===== src/pkg/hpd_pkg.sv =====
// Package for the host port DMA request and bank interrupt block.
// Assumes a single peripheral clock and a word-wide on-chip CPU register port.
package hpd_pkg;

    // Register byte addresses on the on-chip CPU bus.
    localparam logic [31:0] HPD_DTR_ADDR        = 32'hF84D0040;
    localparam logic [31:0] HPD_BICR_ADDR       = 32'hF84D0044;

    // Field positions.
    localparam int          HPD_DMA_TRIGGER_BIT_BIT        = 0;
    localparam int          HPD_BIF_BIT         = 0;
    localparam int          HPD_BIE_BIT         = 1;

    // Reset values.
    localparam logic [31:0] HPD_DTR_RESET       = 32'h00000000;
    localparam logic [31:0] HPD_BICR_RESET      = 32'h00000000;
    localparam logic [31:0] HPD_RDATA_ZERO      = 32'h00000000;

    // Edge mode request pulse length in peripheral clock cycles.
    localparam int          HPD_PULSE_CYCLES    = 32;
    localparam int          HPD_PULSE_W         = 6;

    // Buffer window as seen from the host and from the CPU.
    localparam int          HPD_BUF_AW          = 10;
    localparam int          HPD_WORD_AW         = 8;
    localparam logic [15:0] HPD_HOST_BUF_START  = 16'h0000;
    localparam logic [15:0] HPD_HOST_BUF_END    = 16'h03FF;
    localparam logic [31:0] HPD_CPU_BUF_START   = 32'hF84E0000;
    localparam logic [31:0] HPD_CPU_BUF_END     = 32'hF84E03FF;

    // Word indices of the first and last 32-bit word of a bank.
    localparam logic [7:0]  HPD_FIRST_WORD      = 8'h00;
    localparam logic [7:0]  HPD_LAST_WORD       = 8'hFF;

    // Boot alias decode: region number in bits 31:29, region 7 is excluded.
    localparam logic [2:0]  HPD_NO_ALIAS_REGION = 3'h7;
    // Bits 28:25 zero select the lower 32 Mbyte half of area 0.
    localparam logic [3:0]  HPD_AREA0_LOW       = 4'h0;
    // Bits 24:10 zero select the first 1 kbyte of that half.
    localparam logic [14:0] HPD_ALIAS_OFFSET    = 15'h0000;
    // Field boundaries of the boot alias decode; the offset field ends at the buffer width.
    localparam int          HPD_RGN_HI          = 31;
    localparam int          HPD_RGN_LO          = 29;
    localparam int          HPD_AR_HI           = 28;
    localparam int          HPD_AR_LO           = 25;
    localparam int          HPD_OFS_HI          = 24;

    // Request generator states.
    typedef enum logic [1:0] {
        HPD_REQ_IDLE,
        HPD_REQ_LEVEL,
        HPD_REQ_PULSE
    } hpd_req_state_e;

endpackage : hpd_pkg


===== src/design/hpd_core.sv =====
// DMA request pin, bank interrupt and buffer address decode of the host port.
// Assumes host pins are asynchronous to clock_in and the CPU port is synchronous.
`timescale 1ns/1ps
`default_nettype none

// Behaviour
// RQ1: CPU writing one asserts DMA request
// RQ2: Trigger bit clears as request negates
// RQ3: CPU zero write to trigger ignored
// RQ4: Software checks trigger zero before setting
// RQ5: Trigger register reachable from CPU only
// RQ6: Trigger bits 31..1 read zero
// RQ7: Enable bit gates bank interrupt request
// RQ8: Request held while flag and enable
// RQ9: Increment mode flags after last word
// RQ10: Decrement mode flags after first word
// RQ11: CPU can only clear bank flag
// RQ12: Software avoids clear colliding with set
// RQ13: Bank control CPU only, upper bits zero
// RQ14: Host sees 1 kbyte bank window
// RQ15: CPU sees bank at fixed window
// RQ16: Mode and select pick each side's bank
// RQ17: Boot mode selects bank 0, aliases
// RQ18: Boot mode prohibits rest of half
// RQ19: Other areas keep external decoding
// RQ20: Strobe and chip select define cycles
// RQ21: Register select picks index or data
// RQ22: Software uses uncached region for buffer
// RQ23: Level mode holds until select lows
// RQ24: Edge mode gives 32 cycle pulse (code drives it low in both polarities, so none shows with polarity one)
// RQ25: Polarity one drives pin low idle
// RQ26: Host strobes synchronised before use
module hpd_core (
    // Clock, reset and enable.
    input  wire logic                           clock_in,
    input  wire logic                           rstn_in,
    input  wire logic                           clk_en_in,
    // On-chip CPU register port.
    input  wire logic [31:0]                    cpu_addr_in,
    input  wire logic                           cpu_wr_in,
    input  wire logic                           cpu_rd_in,
    input  wire logic [31:0]                    cpu_wdata_in,
    output logic [31:0]                         cpu_rdata_out,
    output logic                                cpu_rvalid_out,
    // CPU buffer decode results.
    output logic                                cpu_buf_sel_out,
    output logic [hpd_pkg::HPD_BUF_AW-1:0]      cpu_buf_offset_out,
    output logic                                cpu_prohibit_out,
    output logic                                cpu_ext_sel_out,
    // Settings from the port control registers.
    input  wire logic                           request_negate_mode_in,
    input  wire logic                           request_polarity_in,
    input  wire logic                           address_direction_in,
    input  wire logic                           bank_mode_in,
    input  wire logic                           bank_select_in,
    input  wire logic                           host_boot_mode_in,
    // Host pins.
    input  wire logic                           host_chip_select_n_in,
    input  wire logic                           host_read_strobe_n_in,
    input  wire logic                           host_write_strobe_n_in,
    input  wire logic                           register_select_pin_in,
    // Host buffer access from the address and data register logic.
    input  wire logic                           host_ram_access_in,
    input  wire logic [hpd_pkg::HPD_BUF_AW-1:0] host_addr_in,
    // Host cycle status.
    output logic                                host_read_cycle_out,
    output logic                                host_write_cycle_out,
    output logic                                host_index_access_out,
    output logic                                host_buf_sel_out,
    output logic                                host_bank_out,
    output logic                                cpu_bank_out,
    // DMA request and bank interrupt.
    output logic                                dma_request_pin_out,
    output logic                                bank_irq_request_out
);

    localparam int PW = hpd_pkg::HPD_PULSE_W;
    localparam logic [PW-1:0] PULSE_LAST = PW'(hpd_pkg::HPD_PULSE_CYCLES - 1);
    localparam logic [PW-1:0] CNT_ZERO   = '0;

    // Host pin synchronisers; stage one is read only by stage two.
    logic cs_s1_r, cs_s2_r, cs_prev_r;
    logic rd_s1_r, rd_s2_r;
    logic wr_s1_r, wr_s2_r;
    logic rs_s1_r, rs_s2_r;

    // RQ26 pin synchronisation
    always_ff @(posedge clock_in or negedge rstn_in) begin
        if (!rstn_in) begin
            cs_s1_r   <= 1'b1;
            cs_s2_r   <= 1'b1;
            cs_prev_r <= 1'b1;
            rd_s1_r   <= 1'b1;
            rd_s2_r   <= 1'b1;
            wr_s1_r   <= 1'b1;
            wr_s2_r   <= 1'b1;
            rs_s1_r   <= 1'b1;
            rs_s2_r   <= 1'b1;
        end else if (clk_en_in) begin
            cs_s1_r   <= host_chip_select_n_in;
            cs_s2_r   <= cs_s1_r;
            cs_prev_r <= cs_s2_r;
            rd_s1_r   <= host_read_strobe_n_in;
            rd_s2_r   <= rd_s1_r;
            wr_s1_r   <= host_write_strobe_n_in;
            wr_s2_r   <= wr_s1_r;
            rs_s1_r   <= register_select_pin_in;
            rs_s2_r   <= rs_s1_r;
        end
    end

    logic host_rd_cyc, host_wr_cyc, cs_release, normal_sel;
    // RQ20 cycle qualification
    assign host_rd_cyc = !cs_s2_r && !rd_s2_r;
    assign host_wr_cyc = !cs_s2_r && !wr_s2_r;
    assign cs_release  = cs_s2_r && !cs_prev_r;
    // RQ21 register select meaning
    assign normal_sel  = !cs_s2_r && !rs_s2_r;

    always_ff @(posedge clock_in or negedge rstn_in) begin
        if (!rstn_in) begin
            host_read_cycle_out   <= 1'b0;
            host_write_cycle_out  <= 1'b0;
            host_index_access_out <= 1'b0;
        end else if (clk_en_in) begin
            host_read_cycle_out   <= host_rd_cyc;
            host_write_cycle_out  <= host_wr_cyc;
            host_index_access_out <= (host_rd_cyc || host_wr_cyc) && rs_s2_r;
        end
    end

    // CPU register decode; the host pins cannot address these registers, only clear the trigger and set the bank flag.
    logic dtr_hit, bicr_hit, dtr_wr, bicr_wr;
    // RQ5 CPU only access
    assign dtr_hit  = (cpu_addr_in == hpd_pkg::HPD_DTR_ADDR);
    // RQ13 CPU only access
    assign bicr_hit = (cpu_addr_in == hpd_pkg::HPD_BICR_ADDR);
    assign dtr_wr   = cpu_wr_in && dtr_hit;
    assign bicr_wr  = cpu_wr_in && bicr_hit;

    // DMA request generator.
    hpd_pkg::hpd_req_state_e req_state_r, req_state_nxt;
    logic [PW-1:0] pulse_cnt_r, pulse_cnt_nxt;
    logic          trig_r;
    logic          trig_set;
    logic          pin_nxt;

    // RQ1 trigger write
    // RQ3 zero write ignored
    assign trig_set = dtr_wr && cpu_wdata_in[hpd_pkg::HPD_DMA_TRIGGER_BIT_BIT] && !trig_r;

    always_comb begin
        req_state_nxt = req_state_r;
        pulse_cnt_nxt = pulse_cnt_r;
        unique case (req_state_r)
            hpd_pkg::HPD_REQ_IDLE: begin
                if (trig_set) begin
                    if (request_negate_mode_in) begin
                        req_state_nxt = hpd_pkg::HPD_REQ_PULSE;
                        pulse_cnt_nxt = PULSE_LAST;
                    end else begin
                        req_state_nxt = hpd_pkg::HPD_REQ_LEVEL;
                    end
                end
            end
            // RQ23 level negation
            hpd_pkg::HPD_REQ_LEVEL: begin
                if (normal_sel) begin
                    req_state_nxt = hpd_pkg::HPD_REQ_IDLE;
                end
            end
            // RQ24 pulse counting
            hpd_pkg::HPD_REQ_PULSE: begin
                if (pulse_cnt_r == CNT_ZERO) begin
                    req_state_nxt = hpd_pkg::HPD_REQ_IDLE;
                end else begin
                    pulse_cnt_nxt = pulse_cnt_r - 1'b1;
                end
            end
            default: begin
                req_state_nxt = hpd_pkg::HPD_REQ_IDLE;
            end
        endcase
    end

    // The pin idles at the inverse of the polarity; edge mode pulses low.
    always_comb begin
        unique case (req_state_nxt)
            hpd_pkg::HPD_REQ_LEVEL: pin_nxt = request_polarity_in;
            hpd_pkg::HPD_REQ_PULSE: pin_nxt = 1'b0;
            // RQ25 polarity idle level
            default:                pin_nxt = !request_polarity_in;
        endcase
    end

    always_ff @(posedge clock_in or negedge rstn_in) begin
        if (!rstn_in) begin
            req_state_r         <= hpd_pkg::HPD_REQ_IDLE;
            pulse_cnt_r         <= CNT_ZERO;
            trig_r              <= hpd_pkg::HPD_DTR_RESET[hpd_pkg::HPD_DMA_TRIGGER_BIT_BIT];
            dma_request_pin_out <= 1'b1;
        end else if (clk_en_in) begin
            req_state_r         <= req_state_nxt;
            pulse_cnt_r         <= pulse_cnt_nxt;
            // RQ2 clear with negation
            trig_r              <= (req_state_nxt != hpd_pkg::HPD_REQ_IDLE);
            dma_request_pin_out <= pin_nxt;
        end
    end

    // Bank boundary detection.
    logic       bank_pend_r;
    logic       flag_r, en_r;
    logic       flag_nxt, en_nxt;
    logic       at_target, flag_set;
    logic [hpd_pkg::HPD_WORD_AW-1:0] host_word;

    assign host_word = host_addr_in[hpd_pkg::HPD_BUF_AW-1:hpd_pkg::HPD_BUF_AW-hpd_pkg::HPD_WORD_AW];
    // RQ9 end word in increment
    // RQ10 start word in decrement
    assign at_target = address_direction_in ? (host_word == hpd_pkg::HPD_FIRST_WORD)
                                            : (host_word == hpd_pkg::HPD_LAST_WORD);
    assign flag_set  = cs_release && bank_pend_r;

    always_ff @(posedge clock_in or negedge rstn_in) begin
        if (!rstn_in) begin
            bank_pend_r <= 1'b0;
        end else if (clk_en_in) begin
            if (cs_release) begin
                bank_pend_r <= 1'b0;
            end else if ((host_rd_cyc || host_wr_cyc) && !rs_s2_r && host_ram_access_in && at_target) begin
                bank_pend_r <= 1'b1;
            end
        end
    end

    // Hardware set wins over a coinciding CPU clear.
    always_comb begin
        flag_nxt = flag_r;
        en_nxt   = en_r;
        if (bicr_wr) begin
            en_nxt = cpu_wdata_in[hpd_pkg::HPD_BIE_BIT];
            // RQ11 clear only
            if (!cpu_wdata_in[hpd_pkg::HPD_BIF_BIT]) begin
                flag_nxt = 1'b0;
            end
        end
        if (flag_set) begin
            flag_nxt = 1'b1;
        end
    end

    always_ff @(posedge clock_in or negedge rstn_in) begin
        if (!rstn_in) begin
            flag_r               <= hpd_pkg::HPD_BICR_RESET[hpd_pkg::HPD_BIF_BIT];
            en_r                 <= hpd_pkg::HPD_BICR_RESET[hpd_pkg::HPD_BIE_BIT];
            bank_irq_request_out <= 1'b0;
        end else if (clk_en_in) begin
            flag_r               <= flag_nxt;
            en_r                 <= en_nxt;
            // RQ7 enable gating
            // RQ8 level request
            bank_irq_request_out <= flag_nxt && en_nxt;
        end
    end

    // CPU read data; unmapped addresses read zero.
    always_ff @(posedge clock_in or negedge rstn_in) begin
        if (!rstn_in) begin
            cpu_rdata_out  <= hpd_pkg::HPD_RDATA_ZERO;
            cpu_rvalid_out <= 1'b0;
        end else if (clk_en_in) begin
            cpu_rvalid_out <= cpu_rd_in;
            cpu_rdata_out  <= hpd_pkg::HPD_RDATA_ZERO;
            // RQ6 reserved zero
            if (cpu_rd_in && dtr_hit) begin
                cpu_rdata_out[hpd_pkg::HPD_DMA_TRIGGER_BIT_BIT] <= trig_r;
            end
            // RQ13 reserved zero
            if (cpu_rd_in && bicr_hit) begin
                cpu_rdata_out[hpd_pkg::HPD_BIF_BIT] <= flag_r;
                cpu_rdata_out[hpd_pkg::HPD_BIE_BIT] <= en_r;
            end
        end
    end

    // Buffer bank and address decode.
    logic win_hit, alias_half, alias_hit, host_bank, cpu_bank;
    // RQ15 CPU window
    assign win_hit    = (cpu_addr_in >= hpd_pkg::HPD_CPU_BUF_START) &&
                        (cpu_addr_in <= hpd_pkg::HPD_CPU_BUF_END);
    // RQ17 boot alias regions
    assign alias_half = host_boot_mode_in &&
                        (cpu_addr_in[hpd_pkg::HPD_RGN_HI:hpd_pkg::HPD_RGN_LO] != hpd_pkg::HPD_NO_ALIAS_REGION) &&
                        (cpu_addr_in[hpd_pkg::HPD_AR_HI:hpd_pkg::HPD_AR_LO] == hpd_pkg::HPD_AREA0_LOW);
    assign alias_hit  = alias_half &&
                        (cpu_addr_in[hpd_pkg::HPD_OFS_HI:hpd_pkg::HPD_BUF_AW] == hpd_pkg::HPD_ALIAS_OFFSET);
    // RQ16 bank steering
    assign host_bank  = host_boot_mode_in ? 1'b0 : bank_select_in;
    assign cpu_bank   = host_boot_mode_in ? 1'b0 : (bank_mode_in ? !bank_select_in : bank_select_in);

    always_ff @(posedge clock_in or negedge rstn_in) begin
        if (!rstn_in) begin
            cpu_buf_sel_out    <= 1'b0;
            cpu_buf_offset_out <= '0;
            cpu_prohibit_out   <= 1'b0;
            cpu_ext_sel_out    <= 1'b0;
            host_buf_sel_out   <= 1'b0;
            host_bank_out      <= 1'b0;
            cpu_bank_out       <= 1'b0;
        end else if (clk_en_in) begin
            cpu_buf_sel_out    <= win_hit || alias_hit;
            cpu_buf_offset_out <= cpu_addr_in[hpd_pkg::HPD_BUF_AW-1:0];
            // RQ18 prohibited remainder
            cpu_prohibit_out   <= alias_half && !alias_hit;
            // RQ19 normal external decode
            cpu_ext_sel_out    <= !win_hit && !alias_half && !dtr_hit && !bicr_hit;
            // RQ14 host window
            host_buf_sel_out   <= host_ram_access_in && (host_rd_cyc || host_wr_cyc) && !rs_s2_r;
            host_bank_out      <= host_bank;
            cpu_bank_out       <= cpu_bank;
        end
    end

    // Checks.
    trig_state_a: assert property (@(posedge clock_in) disable iff (!rstn_in) // RQ2
        trig_r == (req_state_r != hpd_pkg::HPD_REQ_IDLE))
        else $error("trigger bit and request state disagree");

    trig_set_a: assert property (@(posedge clock_in) disable iff (!rstn_in) // RQ1
        clk_en_in && dtr_wr && cpu_wdata_in[0] && req_state_r == hpd_pkg::HPD_REQ_IDLE
        |=> trig_r && req_state_r != hpd_pkg::HPD_REQ_IDLE)
        else $error("trigger write did not start a request");

    zero_write_a: assert property (@(posedge clock_in) disable iff (!rstn_in) // RQ3
        clk_en_in && dtr_wr && !cpu_wdata_in[0] && req_state_r == hpd_pkg::HPD_REQ_IDLE
        |=> !trig_r)
        else $error("zero write set the trigger bit");

    pulse_start_a: assert property (@(posedge clock_in) disable iff (!rstn_in) // RQ24
        clk_en_in && trig_set && request_negate_mode_in
        |=> pulse_cnt_r == PULSE_LAST && !dma_request_pin_out)
        else $error("pulse did not start with full count");

    pulse_end_a: assert property (@(posedge clock_in) disable iff (!rstn_in) // RQ24
        clk_en_in && req_state_r == hpd_pkg::HPD_REQ_PULSE && pulse_cnt_r == CNT_ZERO
        |=> req_state_r == hpd_pkg::HPD_REQ_IDLE && !trig_r)
        else $error("pulse did not end after its last cycle");

    level_hold_a: assert property (@(posedge clock_in) disable iff (!rstn_in) // RQ23
        clk_en_in && req_state_r == hpd_pkg::HPD_REQ_LEVEL && !normal_sel
        |=> req_state_r == hpd_pkg::HPD_REQ_LEVEL && dma_request_pin_out == $past(request_polarity_in))
        else $error("level request dropped early");

    pol_idle_a: assert property (@(posedge clock_in) disable iff (!rstn_in) // RQ25
        clk_en_in && req_state_r == hpd_pkg::HPD_REQ_IDLE && !trig_set && request_polarity_in
        |=> !dma_request_pin_out)
        else $error("idle pin not low with polarity one");

    irq_gate_a: assert property (@(posedge clock_in) disable iff (!rstn_in) // RQ7
        bank_irq_request_out == (flag_r && en_r))
        else $error("bank request without flag and enable");

    flag_set_a: assert property (@(posedge clock_in) disable iff (!rstn_in) // RQ9
        clk_en_in && cs_release && bank_pend_r |=> flag_r)
        else $error("bank flag not set at chip select release");

    flag_cpu_a: assert property (@(posedge clock_in) disable iff (!rstn_in) // RQ11
        clk_en_in && !flag_r && !flag_set |=> !flag_r)
        else $error("bank flag set without host event");

    rsvd_zero_a: assert property (@(posedge clock_in) disable iff (!rstn_in) // RQ6
        cpu_rdata_out[31:2] == 30'h00000000)
        else $error("reserved read bits not zero");

endmodule : hpd_core

`default_nettype wire


===== config.mk =====
export PLATFORM = sky130hd
export DESIGN_NAME = hpd_core
export DESIGN_NICKNAME = d
export VERILOG_FILES = /design/src/pkg/hpd_pkg.sv /design/src/design/hpd_core.sv
export SDC_FILE = /design/constraint.sdc
export NUM_CORES = 1
export LEC_CHECK = 0
export ABC_AREA = 1
export ABC_CLOCK_PERIOD_IN_PS = 2250
export BUFFER_PORTS_ARGS = -buffer_cell sky130_fd_sc_hd__buf_2
export CAP_MARGIN = 20
export CORE_UTILIZATION = 45
export DETAILED_ROUTE_END_ITERATION = 8
export PLACE_DENSITY_LB_ADDON = 0.15
export RECOVER_POWER = 50
export SYNTH_ARGS = -nofsm -noshare
export SYNTH_HDL_FRONTEND = slang
export SYNTH_SLANG_ARGS = --single-unit

===== constraint.sdc =====
create_clock -name clock_in -period 2.25 [get_ports clock_in]
set_input_delay 0.45 -clock clock_in [delete_from_list [all_inputs] [get_ports clock_in]]
set_output_delay 0.45 -clock clock_in [all_outputs]
set_load 0.005 [all_outputs]

Yosys cells after proc, flatten, opt, wreduce, memory -nomap -nowiden --
Cells that the tools add are included.
Word-level totals: register bits after elaboration 45, bits of input ports 90
Cells by class: mux-type cells 22, order comparisons 2, reduce and logical (&&, ||, !) cells 51, $add $sub $neg 1, equal/unequal tests 11
Operators by type and width (number):
- == test 32 bit, second input constant | 2
- greater-or-equal comparator 32 bit, second input constant | 1
- <= comparator 32 bit, second input constant | 1
- logical AND 1 bit | 26
- two-way mux 6 bit | 3
- zero test 15 bit | 1
- zero test 1 bit | 13
- case mux 6 bit (2 select lines) | 1
- two-way mux 1 bit | 11
- two-way mux 2 bit | 5
- == test 8 bit, second input constant | 1
- zero test 8 bit | 1
- zero test 6 bit | 1
- inequality test 2 bit, second input constant | 3
- case mux 2 bit (3 select lines) | 1
- nonzero test 2 bit | 3
- subtractor 6 x 1 -> 6 bit, second input constant | 1
- AND reduction 5 bit | 1
- == test 2 x 1 -> 1 bit, second input constant | 2
- == test 2 bit, second input constant | 2
- zero test 4 bit | 1
- inequality test 3 bit, second input constant | 1
- zero test 2 bit | 1
- logical OR 1 bit | 2
- 2 further kinds | 2

Longest topological paths before layout --
Gate-level depths: netlist (run 1).
depth after elaboration 8, mapped depth 16

Least setup slack after synthesis (run 1) --
No wires, ideal clock.
path kind input port to flip-flop, from in cpu_addr_in[23], to reg dma_request_pin_out, arrival time 1.869 ns, path buffers 0, path slack 0.303 ns, setup time 0.078 ns, stages 15, data required time 2.172 ns, cells stage by stage inv_1 nand2_1 nor2_1 nand2_1 inv_2 nand3_2 nor2_4 nand2_2 nand2_4 o2111ai_1 ha_1 inv_1 o21ai_0 a31oi_1 nor2_1
On the way: word-level cells in the longest chain between the ends 8
RTL lines:
- start: declaration | line hpd_core.sv:39 | input wire logic [31:0] cpu_addr_in,
- == test 32 bit * | line hpd_core.sv:135 | assign dtr_hit = (cpu_addr_in == hpd_pkg::HPD_DTR_ADDR);
- logical AND 1 bit * | line hpd_core.sv:138 | assign dtr_wr = cpu_wr_in && dtr_hit;
- logical AND 1 bit * (2 in a row) | line hpd_core.sv:150 | assign trig_set = dtr_wr && cpu_wdata_in[hpd_pkg::HPD_DMA_TRIGGER_BIT_BIT] && !trig_r;
- two-way mux 2 bit * | line hpd_core.sv:157 | if (trig_set) begin
- case mux 2 bit (3 select lines) * | line hpd_core.sv:155 | unique case (req_state_r)
- == test 2 bit or == test 2 x 1 -> 1 bit (tied branches) | line hpd_core.sv:188 | unique case (req_state_nxt)
- case mux 1 bit (2 select lines) * | line hpd_core.sv:188
- end signal: assignment | line hpd_core.sv:207 | dma_request_pin_out <= pin_nxt;
- end: declaration | line hpd_core.sv:73 | output logic dma_request_pin_out,
Every way passes the cells marked *; elsewhere a longest branch is shown, timed or not. A chain may end at the register's enable or synchronous reset.

Final worst setup path (run 1) --
from reg pulse_cnt_r[0], to reg dma_request_pin_out
On the way: word-level cells in the longest chain between the ends 5
RTL lines:
- start: declaration | line hpd_core.sv:143 | logic [PW-1:0] pulse_cnt_r, pulse_cnt_nxt;
- start signal: assignment | line hpd_core.sv:204 | pulse_cnt_r <= pulse_cnt_nxt;
- zero test 6 bit * | line hpd_core.sv:174 | if (pulse_cnt_r == CNT_ZERO) begin
- two-way mux 2 bit * | line hpd_core.sv:174
- case mux 2 bit (3 select lines) * | line hpd_core.sv:155
- == test 2 bit or == test 2 x 1 -> 1 bit (tied branches) | line hpd_core.sv:188
- case mux 1 bit (2 select lines) * | line hpd_core.sv:188
Marks and branches as above.

==> summary.md, run 1 <==
| Metric | Value |
|---|---|
| Net count reported at finish | approximately 550 |
| Syn Area/Cell | 7.34 um2 |
| Largest delay share family, worst path | simple AND/OR/NAND/NOR gates |
| GR Overflow Total | 0 |
| Wire per inst | 10.7 um |
| GPL Wtd Cong | 0.816 |
| Detailed Place HPWL | 4.36 mm |
| Maximum vdd ir drop | 0.000381 V |
| Site row count | 27 |
| Routed WL | 5.62 mm |
| Leakage | 1.78 nW |
| Unique masters post-synth | 37 |
| Tot Pwr | 1.93 mW |
| Initial drt markers | 129 |
| Cell mode on critical path | inv_1 |
| Unrepaired setup endpoints after global routing | no |
| Die ar. | ~6300 um2 |
| Least-Margin Pin Slew | 1.04 ns |
| First-pass GRT wire length | 9.47 mm |
| Post-CTS setup buffer count | 0 |
| RR Endpoint | dma_request_pin_out |
| Routed Antenna Nets | 0 |
| Slew Viols, Final | 0 |
| PD cells | 605 nW/um2 |
| Final Hold Viols | 0 |
| Die Y-Extent | 79.3 um |
| Via Count | 2425 |
| Seq/Total Area, Yosys | between 40% and 50% |
| Post-CTS resize count | 0 |
| Multi-input gate area | 1250 um2 |
| Worst-path clk slew | 0.09 ns |
| IO Port Bufs | 81 |
| Number of global-route vias before repair | 2181 |
| # hold bufs at CTS | 0 |
| Critical Path Source Type | register |
| Normalized max-slew margin | 30.9% |
| Number of fill cells in the layout | between 500 and 600 |
| H-tree depth | 2 |
| Synthesized cell area | between 2000 and 3000 um2 |
| Final worst path period need | around 2 ns |
| Outcome | completed |
| CP required | 2.49 ns |
| GRT Total Usage | a little under a fifth |
| Core area | 5640 um2 |
| WP buf/inv | 3 |
| Fin Setup TNS | 0 ns |
| Clock buffer depth | 2 |
| DRC errors left | 0 |
| Warnings from Yosys | 0 |
| Register area | 1140 um2 |
| Max stage delay cell, worst path | dfrtp_1 |
| Share of cells above drive strength 1 | 27.4% |
| Crit-path max cell delay | 0.41 ns |
| Largest net degree at the start of global routing | 28 |
| Share of the synthesized area in the top cell type | 32.6% |
| Worst skew pair latency | 0.30 ns |
| Antenna Diode Count | 0 |
| HP Class | input pin to async pin |
| Most area-consuming cells after synthesis | dfrtp_1, nand2_1, dfstp_2 |
| Yosys reg bits | 45 |
| Setup Skew | 0.00387 ns |
| Arrival time at the worst endpoint | 2.27 ns |
| Root buf cell | clkbuf_8 |
| Flop-to-flop setup slack | 0.21 ns |
| Reg2reg path depth | 12 |
| Initial antenna violation count | 0 |
| Area leader, netlist | dfrtp_1 |
| Vias per cell | 4.62 |
| Reg-to-reg startpoint | pulse_cnt_r[0] |
| Max Cap Viol | 0 |
| Num CTS Buffers | 5 |
| Setup violators final | 0 |
| Maximum clock frequency | just under 500 MHz |
| I/O pin cnt | 144 |
| CTS tree | done |
| Die width | 79.3 um |
| Critical path class | register to register |
| Fin crit share | 90.5% |
| Crit path cell chain | inv_1, ha_1, nand2_1, nor2_1, inv_1, or2_4, o2111ai_1, ha_1, inv_1, o21ai_0, a31oi_1, nor2_1 |
| Critical Path Sink Type | register |
| Drt pass-1 iters | 4 |
| Starting Density | 47.6% |
| Crit-path max FO | 3 |
| CTS Sinks | 45 |
| Cells after Synth | approximately 370 |
| Area Overhead vs Synth | 18.5% |
==> state kept, by name (all words and copies together) (netlist names), 2 cells and up <==
register,count
cpu_rdata_out,2
cpu_buf_offset_out,10
pulse_cnt_r,6
req_state_r,2
==> per-layer routing <==
metal / vias to the layer above / GRT usage, % / wire length [um]
met2: 81 / 32.9 / 2700
met4: 0 / 6.55 / 53
met5: - / 0 / 0
li1: 1253 / - / -
met1: 1087 / 24.1 / 2560
met3: 4 / 3.45 / 304
==> power breakdown <==
part / internal, mW / switching, mW / total [mW]
Sequential: 0.908 / 0.0626 / 0.970
Clock: 0.288 / 0.292 / 0.580
Combinational: 0.158 / 0.218 / 0.376
Total: 1.35 / 0.572 / 1.93
==> how the worst max path moves through the flow <==
stage	depth (start not counted)	from	end
floorplan	15	cpu_addr_in[23]	dma_request_pin_out
global placement	16	cpu_addr_in[23]	dma_request_pin_out
detailed placement	16	cpu_addr_in[23]	dma_request_pin_out
CTS	12	pulse_cnt_r[0]	dma_request_pin_out
global route	12	pulse_cnt_r[0]	dma_request_pin_out
finish	12	pulse_cnt_r[0]	dma_request_pin_out
==> synthesized netlist by cell type, drive strengths merged <==
master	instances
nor3	5
a22oi	1
or2	2
o31ai	2
nand4	8
and3	1
dfrtp	35
nand3b	1
conb	1
nor2	46
nand2	126
buf	32
o21ai	19
xnor2	1
and2	1
a21oi	2
a22o	1
ha	3
dfstp	10
inv	40
o211ai	2
nor4	1
o2111ai	1
a31oi	1
clkbuf	5
nand3	19
==> worst reg2reg max path, stage by stage, from the launching register on <==
cell	delay, ns
dfrtp_1	0.41
inv_1	0.08
ha_1	0.16
nand2_1	0.08
nor2_1	0.09
inv_1	0.05
or2_4	0.25
o2111ai_1	0.25
ha_1	0.27
inv_1	0.06
o21ai_0	0.07
a31oi_1	0.15
nor2_1	0.06
==> cells by family after synthesis <==
family / synth area share (%)
buffers and inverters: 15.0
adders and majority gates: 1.40
and+or+nand+nor: 34.4
other: 0.140
xor gates and xnor gates: 0.326
DFF: 42.4
AOI/OAI and AO/OA: 6.33
==> layout make-up <==
class	instances	share of cell area, %
inverter	40	4.72
clock inverter	2	0.511
timing repair buffer	87	13.9
multi-input combinational	273	39.4
tap	72	2.83
clock buffer	6	2.95
sequential	45	35.8
==> through the flow <==
stage                     cell area, um2  worst slack [ns]  utilization (%)  hold WS [ns]  instances
final                               3180             0.214             56.4         0.300        525
after global routing                3180            0.0437             56.4         0.330        525
after CTS                           3210             0.191             56.8        0.0954        525
after detailed placement            3100            0.0818             54.9         0.431        517
after global placement              3100             0.106             54.9         0.428        517
after floorplan                     2800             0.303                -         0.154        395
==> layout by cell type (no fill, tap or decap), types with 2 or more instances in the layout <==
cell type	instances
a21oi_1	2
buf_2	79
buf_4	4
clkbuf_1	3
clkbuf_8	5
conb_1	30
dfrtp_1	35
dfstp_2	10
ha_1	3
inv_1	33
inv_2	7
nand2_1	122
nand2_2	2
nand2_4	2
nand3_1	17
nand4_1	8
nor2_1	40
nor2_2	3
nor2_4	3
nor3_1	5
o211ai_1	2
o21ai_0	16
o21ai_1	2
o31ai_1	2
Note: power is estimated with default switching activity, not from simulation.
==> run 2, diff against run 1 <==
BUFFER_PORTS_ARGS = -buffer_cell sky130_fd_sc_hd__clkbuf_2   (was -buffer_cell sky130_fd_sc_hd__buf_2)
RECOVER_POWER = default   (was 50)
==> run 2 against run 1 <==
Wire length down 2.1%. Cell count is the same. First-iteration DRC count is 12% lower. Clock skew rose by 0.0034 ns. Largest power group unchanged. Register-to-register slack barely moved.
==> summary.md, run 2 (synthesized netlist as in run 1, its figures left out) <==
| Metric | Value |
|---|---|
| Outcome | completed |
| Final Hold Viols | 0 (unchanged) |
| Post-CTS setup buffer count | 0 (unchanged) |
| Critical Path Source Type | register |
| Normalized max-slew margin | 61.6% (+31 points) |
| DRC errors left | 0 (unchanged) |
| IO Port Bufs | 81 (unchanged) |
| Largest delay share family, worst path | compound AO/OA/AOI/OAI gates |
| WP buf/inv | 3 (unchanged) |
| GRT Total Usage | 18.7% (-0.44 points) |
| Leading cell type in the layout, fill and taps excluded | nand2_1 |
| Arrival time at the worst endpoint | 2.27 ns (about the same) |
| Slew Viols, Final | 0 (unchanged) |
| Via Count | 2418 (-0.29%) |
| Most frequent cells in the layout | nand2_1, clkbuf_2, nor2_1 |
| Detailed Place HPWL | 4.18 mm (-4.2%) |
| Most flop-heavy register | cpu_buf_offset_out |
| Number of global-route vias before repair | 2193 (+0.55%) |
| Post-layout util | 56.1% (-0.38 points) |
| Largest net degree at the start of global routing | 46 (+64%) |
| Routed WL | 5.50 mm (-2.1%) |
| Num CTS Buffers | 5 (unchanged) |
| Initial drt markers | 113 (-12%) |
| I/O pin cnt | 144 (unchanged) |
| Core area | 5640 um2 (unchanged) |
| # hold bufs at CTS | 0 (unchanged) |
| Routed Antenna Nets | 0 (unchanged) |
| Fin crit share | 90.4% (-0.11 points) |
| Max reg flops | 10 (unchanged) |
| Starting Density | 47.6% (unchanged) |
| Share of cells above drive strength 1 | 27.6% (+0.22 points) |
| GR Overflow Total | 0 (unchanged) |
| Maximum clock frequency | 492 MHz (+0.13%) |
| Least-Margin Pin Slew | 0.576 ns (-0.460 ns) |
| Fin Setup TNS | 0 ns (unchanged) |
| HP Class | input pin to async pin |
| CTS tree | done |
| Final Worst Setup Slack | 0.216 ns (+0.00255 ns) |
| Net count reported at finish | 545 (unchanged) |
| Pre-CTS setup slack | 0.0720 ns (-0.00978 ns) |
| CP required | 2.49 ns (about the same) |
| Antenna Diode Count | 0 (unchanged) |
| Final worst path period need | 2.03 ns (-0.00255 ns) |
| Crit-path max cell delay | 0.41 ns (about the same) |
| Top flop regs | cpu_buf_offset_out: 10 flops, pulse_cnt_r: 6 flops |
| Max stage delay cell, worst path | dfrtp_1 |
| Site row count | 27 (unchanged) |
| Vias per cell | 4.61 (-0.29%) |
| Cell mode on critical path | inv_1 |
| First-pass GRT wire length | 9.25 mm (-2.4%) |
| PD cells | 580 nW/um2 (-4.1%) |
| Critical Path Sink Type | register |
| Leakage | 1.78 nW (+0.13%) |
| Drt pass-1 iters | 4 (unchanged) |
| Root buf cell | clkbuf_8 |
| H-tree depth | 2 (unchanged) |
| Setup violators final | 0 (unchanged) |
| Area Overhead vs Synth | 17.7% |
| Clock buffer depth | 2 (unchanged) |
| Maximum vdd ir drop | 0.000488 V (+28%) |
| Max Cap Viol | 0 (unchanged) |
| Crit-path max FO | 3 (unchanged) |
| Worst skew pair latency | 0.30 ns (about the same) |
| Initial antenna violation count | 0 (unchanged) |
| Setup Skew | 0.00730 ns (+0.00343 ns) |
| Worst-path clk slew | 0.08 ns (about the same) |
| Critical path class | register to register |
| GPL Wtd Cong | 0.813 (-0.29%) |
| Crit path cell chain | inv_1, ha_1, nand2_1, nor2_1, inv_1, or2_4, o2111ai_1, ha_1, inv_1, o21ai_0, a31oi_1, nor2_1 |
| Post-CTS resize count | 0 (unchanged) |
| Die Y-Extent | 79.3 um (unchanged) |
| Unrepaired setup endpoints after global routing | no |
| CTS Sinks | 45 (unchanged) |
| Wire per inst | 10.5 um (-2.1%) |
| Die width | 79.3 um (unchanged) |
| Die ar. | 6290 um2 (unchanged) |
[run 2: cell count changes in the layout (fill, tap and decap cells not counted), sizes merged]
cell,before,now
clkbuf,10,89
buf,83,6
clkinv,1,0
clkinvlp,1,0
[run 2: stage by stage]
stage	total power, mW	instance area (um2)	hold WS, ns	instances
after global routing	1.95	3160	0.279	525
final	1.83	3160	0.225	525
after detailed placement	1.36	3080	0.453	517
after global placement	1.35	3080	0.451	517
after CTS	1.86	3160	0.245	525
after floorplan	1.24	2800	0.154	395
[run 2: worst paths after layout]
| kind | start | endpoint | slack (ns) | depth (start not counted) |
|---|---|---|---|---|
| worst min-delay path | rstn_in | host_read_cycle_out | 0.23 | 2 |
| worst max register to register | pulse_cnt_r[0] | dma_request_pin_out | 0.22 | 12 |
| worst max-delay path | pulse_cnt_r[0] | dma_request_pin_out | 0.22 | 12 |
| max in group asynchronous | rstn_in | cpu_buf_offset_out[2] | 1.64 | 2 |
| min in group clock_in | host_read_strobe_n_in | rd_s1_r | 0.32 | 3 |
| worst min register to register | wr_s2_r | wr_s2_r | 0.46 | 2 |
[run 2: layout make-up]
class,instances,area [um2]
inverters,40,150
well taps,72,90.1
clock buffers,8,80.1
repair buffers,87,450
flip-flops and latches,45,1140
fillers,575,2480
multi-input cells,273,1250
[run 2: power breakdown]
| group | internal, mW | leakage [nW] | switching, mW |
|---|---|---|---|
| Clock | 0.221 | 0.0395 | 0.268 |
| Combinational | 0.160 | 1.18 | 0.215 |
| Sequential | 0.908 | 0.555 | 0.0620 |
[run 2: layer usage]
layer / track usage, % / up-vias / part of all wire [%]
met2: 32.2 / 72 / 47
met1: 23.4 / 1084 / 47
met4: 6.91 / 0 / 1.6
met3: 3.45 / 7 / 4.8
met5: 0 / - / 0
li1: - / 1255 / -
==> run 3, diff against run 2 <==
ABC_CLOCK_PERIOD_IN_PS = 2300   (was 2250)
REMOVE_ABC_BUFFERS = 1   (was default)
clock period = 2.3 ns   (was 2.25 ns; I/O delays follow)
==> run 3 against run 2 <==
Sequential power is 2.3% lower. Wire length is 0.27% lower. Combinational power is 2% lower. Clock power hardly changed. Critical path type unchanged. Non-clock buffer count is 1 lower. Die area stayed put. Setup slack worse by 0.0089 ns. Via count is 0.21% lower. Core utilization is 0.067 points lower. Clock skew is 0.0010 ns lower.
==> summary.md, run 3 (synthesized netlist as in run 1, its figures left out) <==
| Metric | Value |
|---|---|
| Detailed Place HPWL | 4.12 mm (-1.6%) |
| Reg2reg path depth | 12 (unchanged) |
| Worst skew pair latency | 0.30 ns (about the same) |
| Maximum clock frequency | 478 MHz (-2.8%) |
| RR Endpoint | dma_request_pin_out |
| GR Overflow Total | 0 (unchanged) |
| Slew Viols, Final | 0 (unchanged) |
| Max Cap Viol | 0 (unchanged) |
| Post-CTS resize count | 0 (unchanged) |
| I/O pin cnt | 144 (unchanged) |
| GPL Wtd Cong | 0.783 (-3.7%) |
| Crit-path max FO | 3 (unchanged) |
| HP Class | input pin to async pin |
| DRC errors left | 0 (unchanged) |
| Cell mode on critical path | inv_1 |
| Setup Skew | 0.00628 ns (-0.00102 ns) |
| Fin area | 3160 um2 (-0.12%) |
| Worst-path clk slew | 0.09 ns (about the same) |
| Area Overhead vs Synth | 17.6% |
| Starting Density | 47.6% (unchanged) |
| Core area | 5640 um2 (unchanged) |
| H-tree depth | 2 (unchanged) |
| Setup violators final | 0 (unchanged) |
| Post-CTS setup buffer count | 0 (unchanged) |
| Die width | 79.3 um (unchanged) |
| Leading cell type in the layout, fill and taps excluded | nand2_1 |
| Fin Setup TNS | 0 ns (unchanged) |
| Final Hold Viols | 0 (unchanged) |
| IO Port Bufs | 81 (unchanged) |
| Least-Margin Pin Slew | 0.569 ns (-0.00717 ns) |
| Tot Pwr | 1.81 mW (-1.5%) |
| Root buf cell | clkbuf_8 |
| Maximum vdd ir drop | 0.000258 V (-47%) |
| Most flop-heavy register | cpu_buf_offset_out |
| Crit-path max cell delay | 0.41 ns (about the same) |
| CTS tree | done |
| Critical Path Source Type | register |
| Number of fill cells in the layout | 576 (+0.17%) |
| # hold bufs at CTS | 0 (unchanged) |
| Clock buffer depth | 2 (unchanged) |
| Max reg flops | 10 (unchanged) |
| Arrival time at the worst endpoint | 2.33 ns (+0.06 ns) |
| Reg-to-reg startpoint | pulse_cnt_r[0] |
| Net count reported at finish | 544 (-0.18%) |
| Wire per inst | 10.5 um (about the same) |
| Leakage | 1.77 nW (-0.33%) |
| Critical Path Sink Type | register |
| Initial antenna violation count | 0 (unchanged) |
| Top flop regs | cpu_buf_offset_out: 10 flops, pulse_cnt_r: 6 flops |
| CP required | 2.54 ns (+0.05 ns) |
| Largest net degree at the start of global routing | 46 (unchanged) |
| Num CTS Buffers | 5 (unchanged) |
| Share of cells above drive strength 1 | 27.7% (+0.061 points) |
| Fin crit share | 91.0% (+0.60 points) |
| Final worst path period need | 2.09 ns (+0.0589 ns) |
| PD cells | 572 nW/um2 (-1.4%) |
| Antenna Diode Count | 0 (unchanged) |
| Via Count | 2413 (-0.21%) |
| Flop-to-flop setup slack | 0.21 ns (about the same) |
| Site row count | 27 (unchanged) |
| Die Y-Extent | 79.3 um (unchanged) |
| Routed WL | 5.49 mm (-0.27%) |
| GRT Total Usage | 18.7% (-0.085 points) |
| Normalized max-slew margin | 62.0% (+0.42 points) |
| Die ar. | 6290 um2 (unchanged) |
| CTS Sinks | 45 (unchanged) |
| Outcome | completed |
| Initial drt markers | 102 (-9.7%) |
| Drt pass-1 iters | 4 (unchanged) |
| Unrepaired setup endpoints after global routing | no |
| Max stage delay cell, worst path | dfrtp_1 |
| Vias per cell | 4.60 (about the same) |
| DP Area | 3080 um2 (-0.24%) |
| Critical path class | register to register |
| Routed Antenna Nets | 0 (unchanged) |
| Number of global-route vias before repair | 2189 (-0.18%) |
| First-pass GRT wire length | 9.23 mm (-0.15%) |
| Most frequent cells in the layout | nand2_1, clkbuf_2, nor2_1 |
| Post-layout util | 56.0% (-0.067 points) |
| Crit path cell chain | inv_1, ha_1, nand2_1, nor2_1, inv_1, or2_4, o2111ai_1, ha_1, inv_1, o21ai_0, a31oi_1, nor2_1 |
## run 3: cell types whose count changed in the layout (fill, tap and decap cells not counted)
cell / change
clkbuf_1: -1
buf_4: -1
clkinvlp_4: +1
## run 3: how the worst max path moves through the flow
stage	depth (start not counted)	endpoint	startpoint
after floorplan	15	dma_request_pin_out	cpu_addr_in[23]
after global placement	16	dma_request_pin_out	cpu_addr_in[23]
after detailed placement	16	dma_request_pin_out	cpu_addr_in[23]
after CTS	12	dma_request_pin_out	pulse_cnt_r[0]
after global routing	12	dma_request_pin_out	pulse_cnt_r[0]
final	12	dma_request_pin_out	pulse_cnt_r[0]
## run 3: worst max-delay path, delay by kind of cell (launching register included)
kind / cells / cell delay, ns
buf+inv: 3 / 0.22
fa+ha+maj: 2 / 0.46
flops: 1 / 0.41
compound gates: 3 / 0.51
simple gates: 4 / 0.45
## run 3: layout make-up
class                           count  area (um2)  area share [%]
Clock buffer                        7        76.3            2.42
Tap cell                           72        90.1            2.85
Clock inverter                      1        7.51           0.238
Sequential cell                    45        1140            36.0
Timing Repair Buffer               86         443            14.0
Inverter                           40         150            4.75
Multi-Input combinational cell    273        1250            39.7
## run 3: power by group
part           total, mW  leakage, nW  internal (mW)  switching (mW)
combinational      0.369         1.18          0.157           0.212
clock              0.491       0.0385          0.215           0.276
sequential         0.948        0.555          0.888          0.0598
total               1.81         1.77           1.26           0.548
## run 3: through the flow
step           worst slack (ns)  cells  hold WS [ns]
2_1_floorplan             0.356    358         0.164
3_3_place_gp              0.124    516         0.452
3_5_place_dp             0.0601    516         0.455
4_1_cts                   0.191    524         0.260
5_1_grt                  0.0149    524         0.272
6_report                  0.208    524         0.222
## run 3: per-layer routing
layer | global-route usage (%) | part of all wire (%) | vias to the layer above
li1 | - | - | 1255
met1 | 22.9 | 46 | 1066
met2 | 32.4 | 47 | 86
met3 | 4.37 | 6.4 | 6
met4 | 5.45 | 1.2 | 0
met5 | 0 | 0 | -
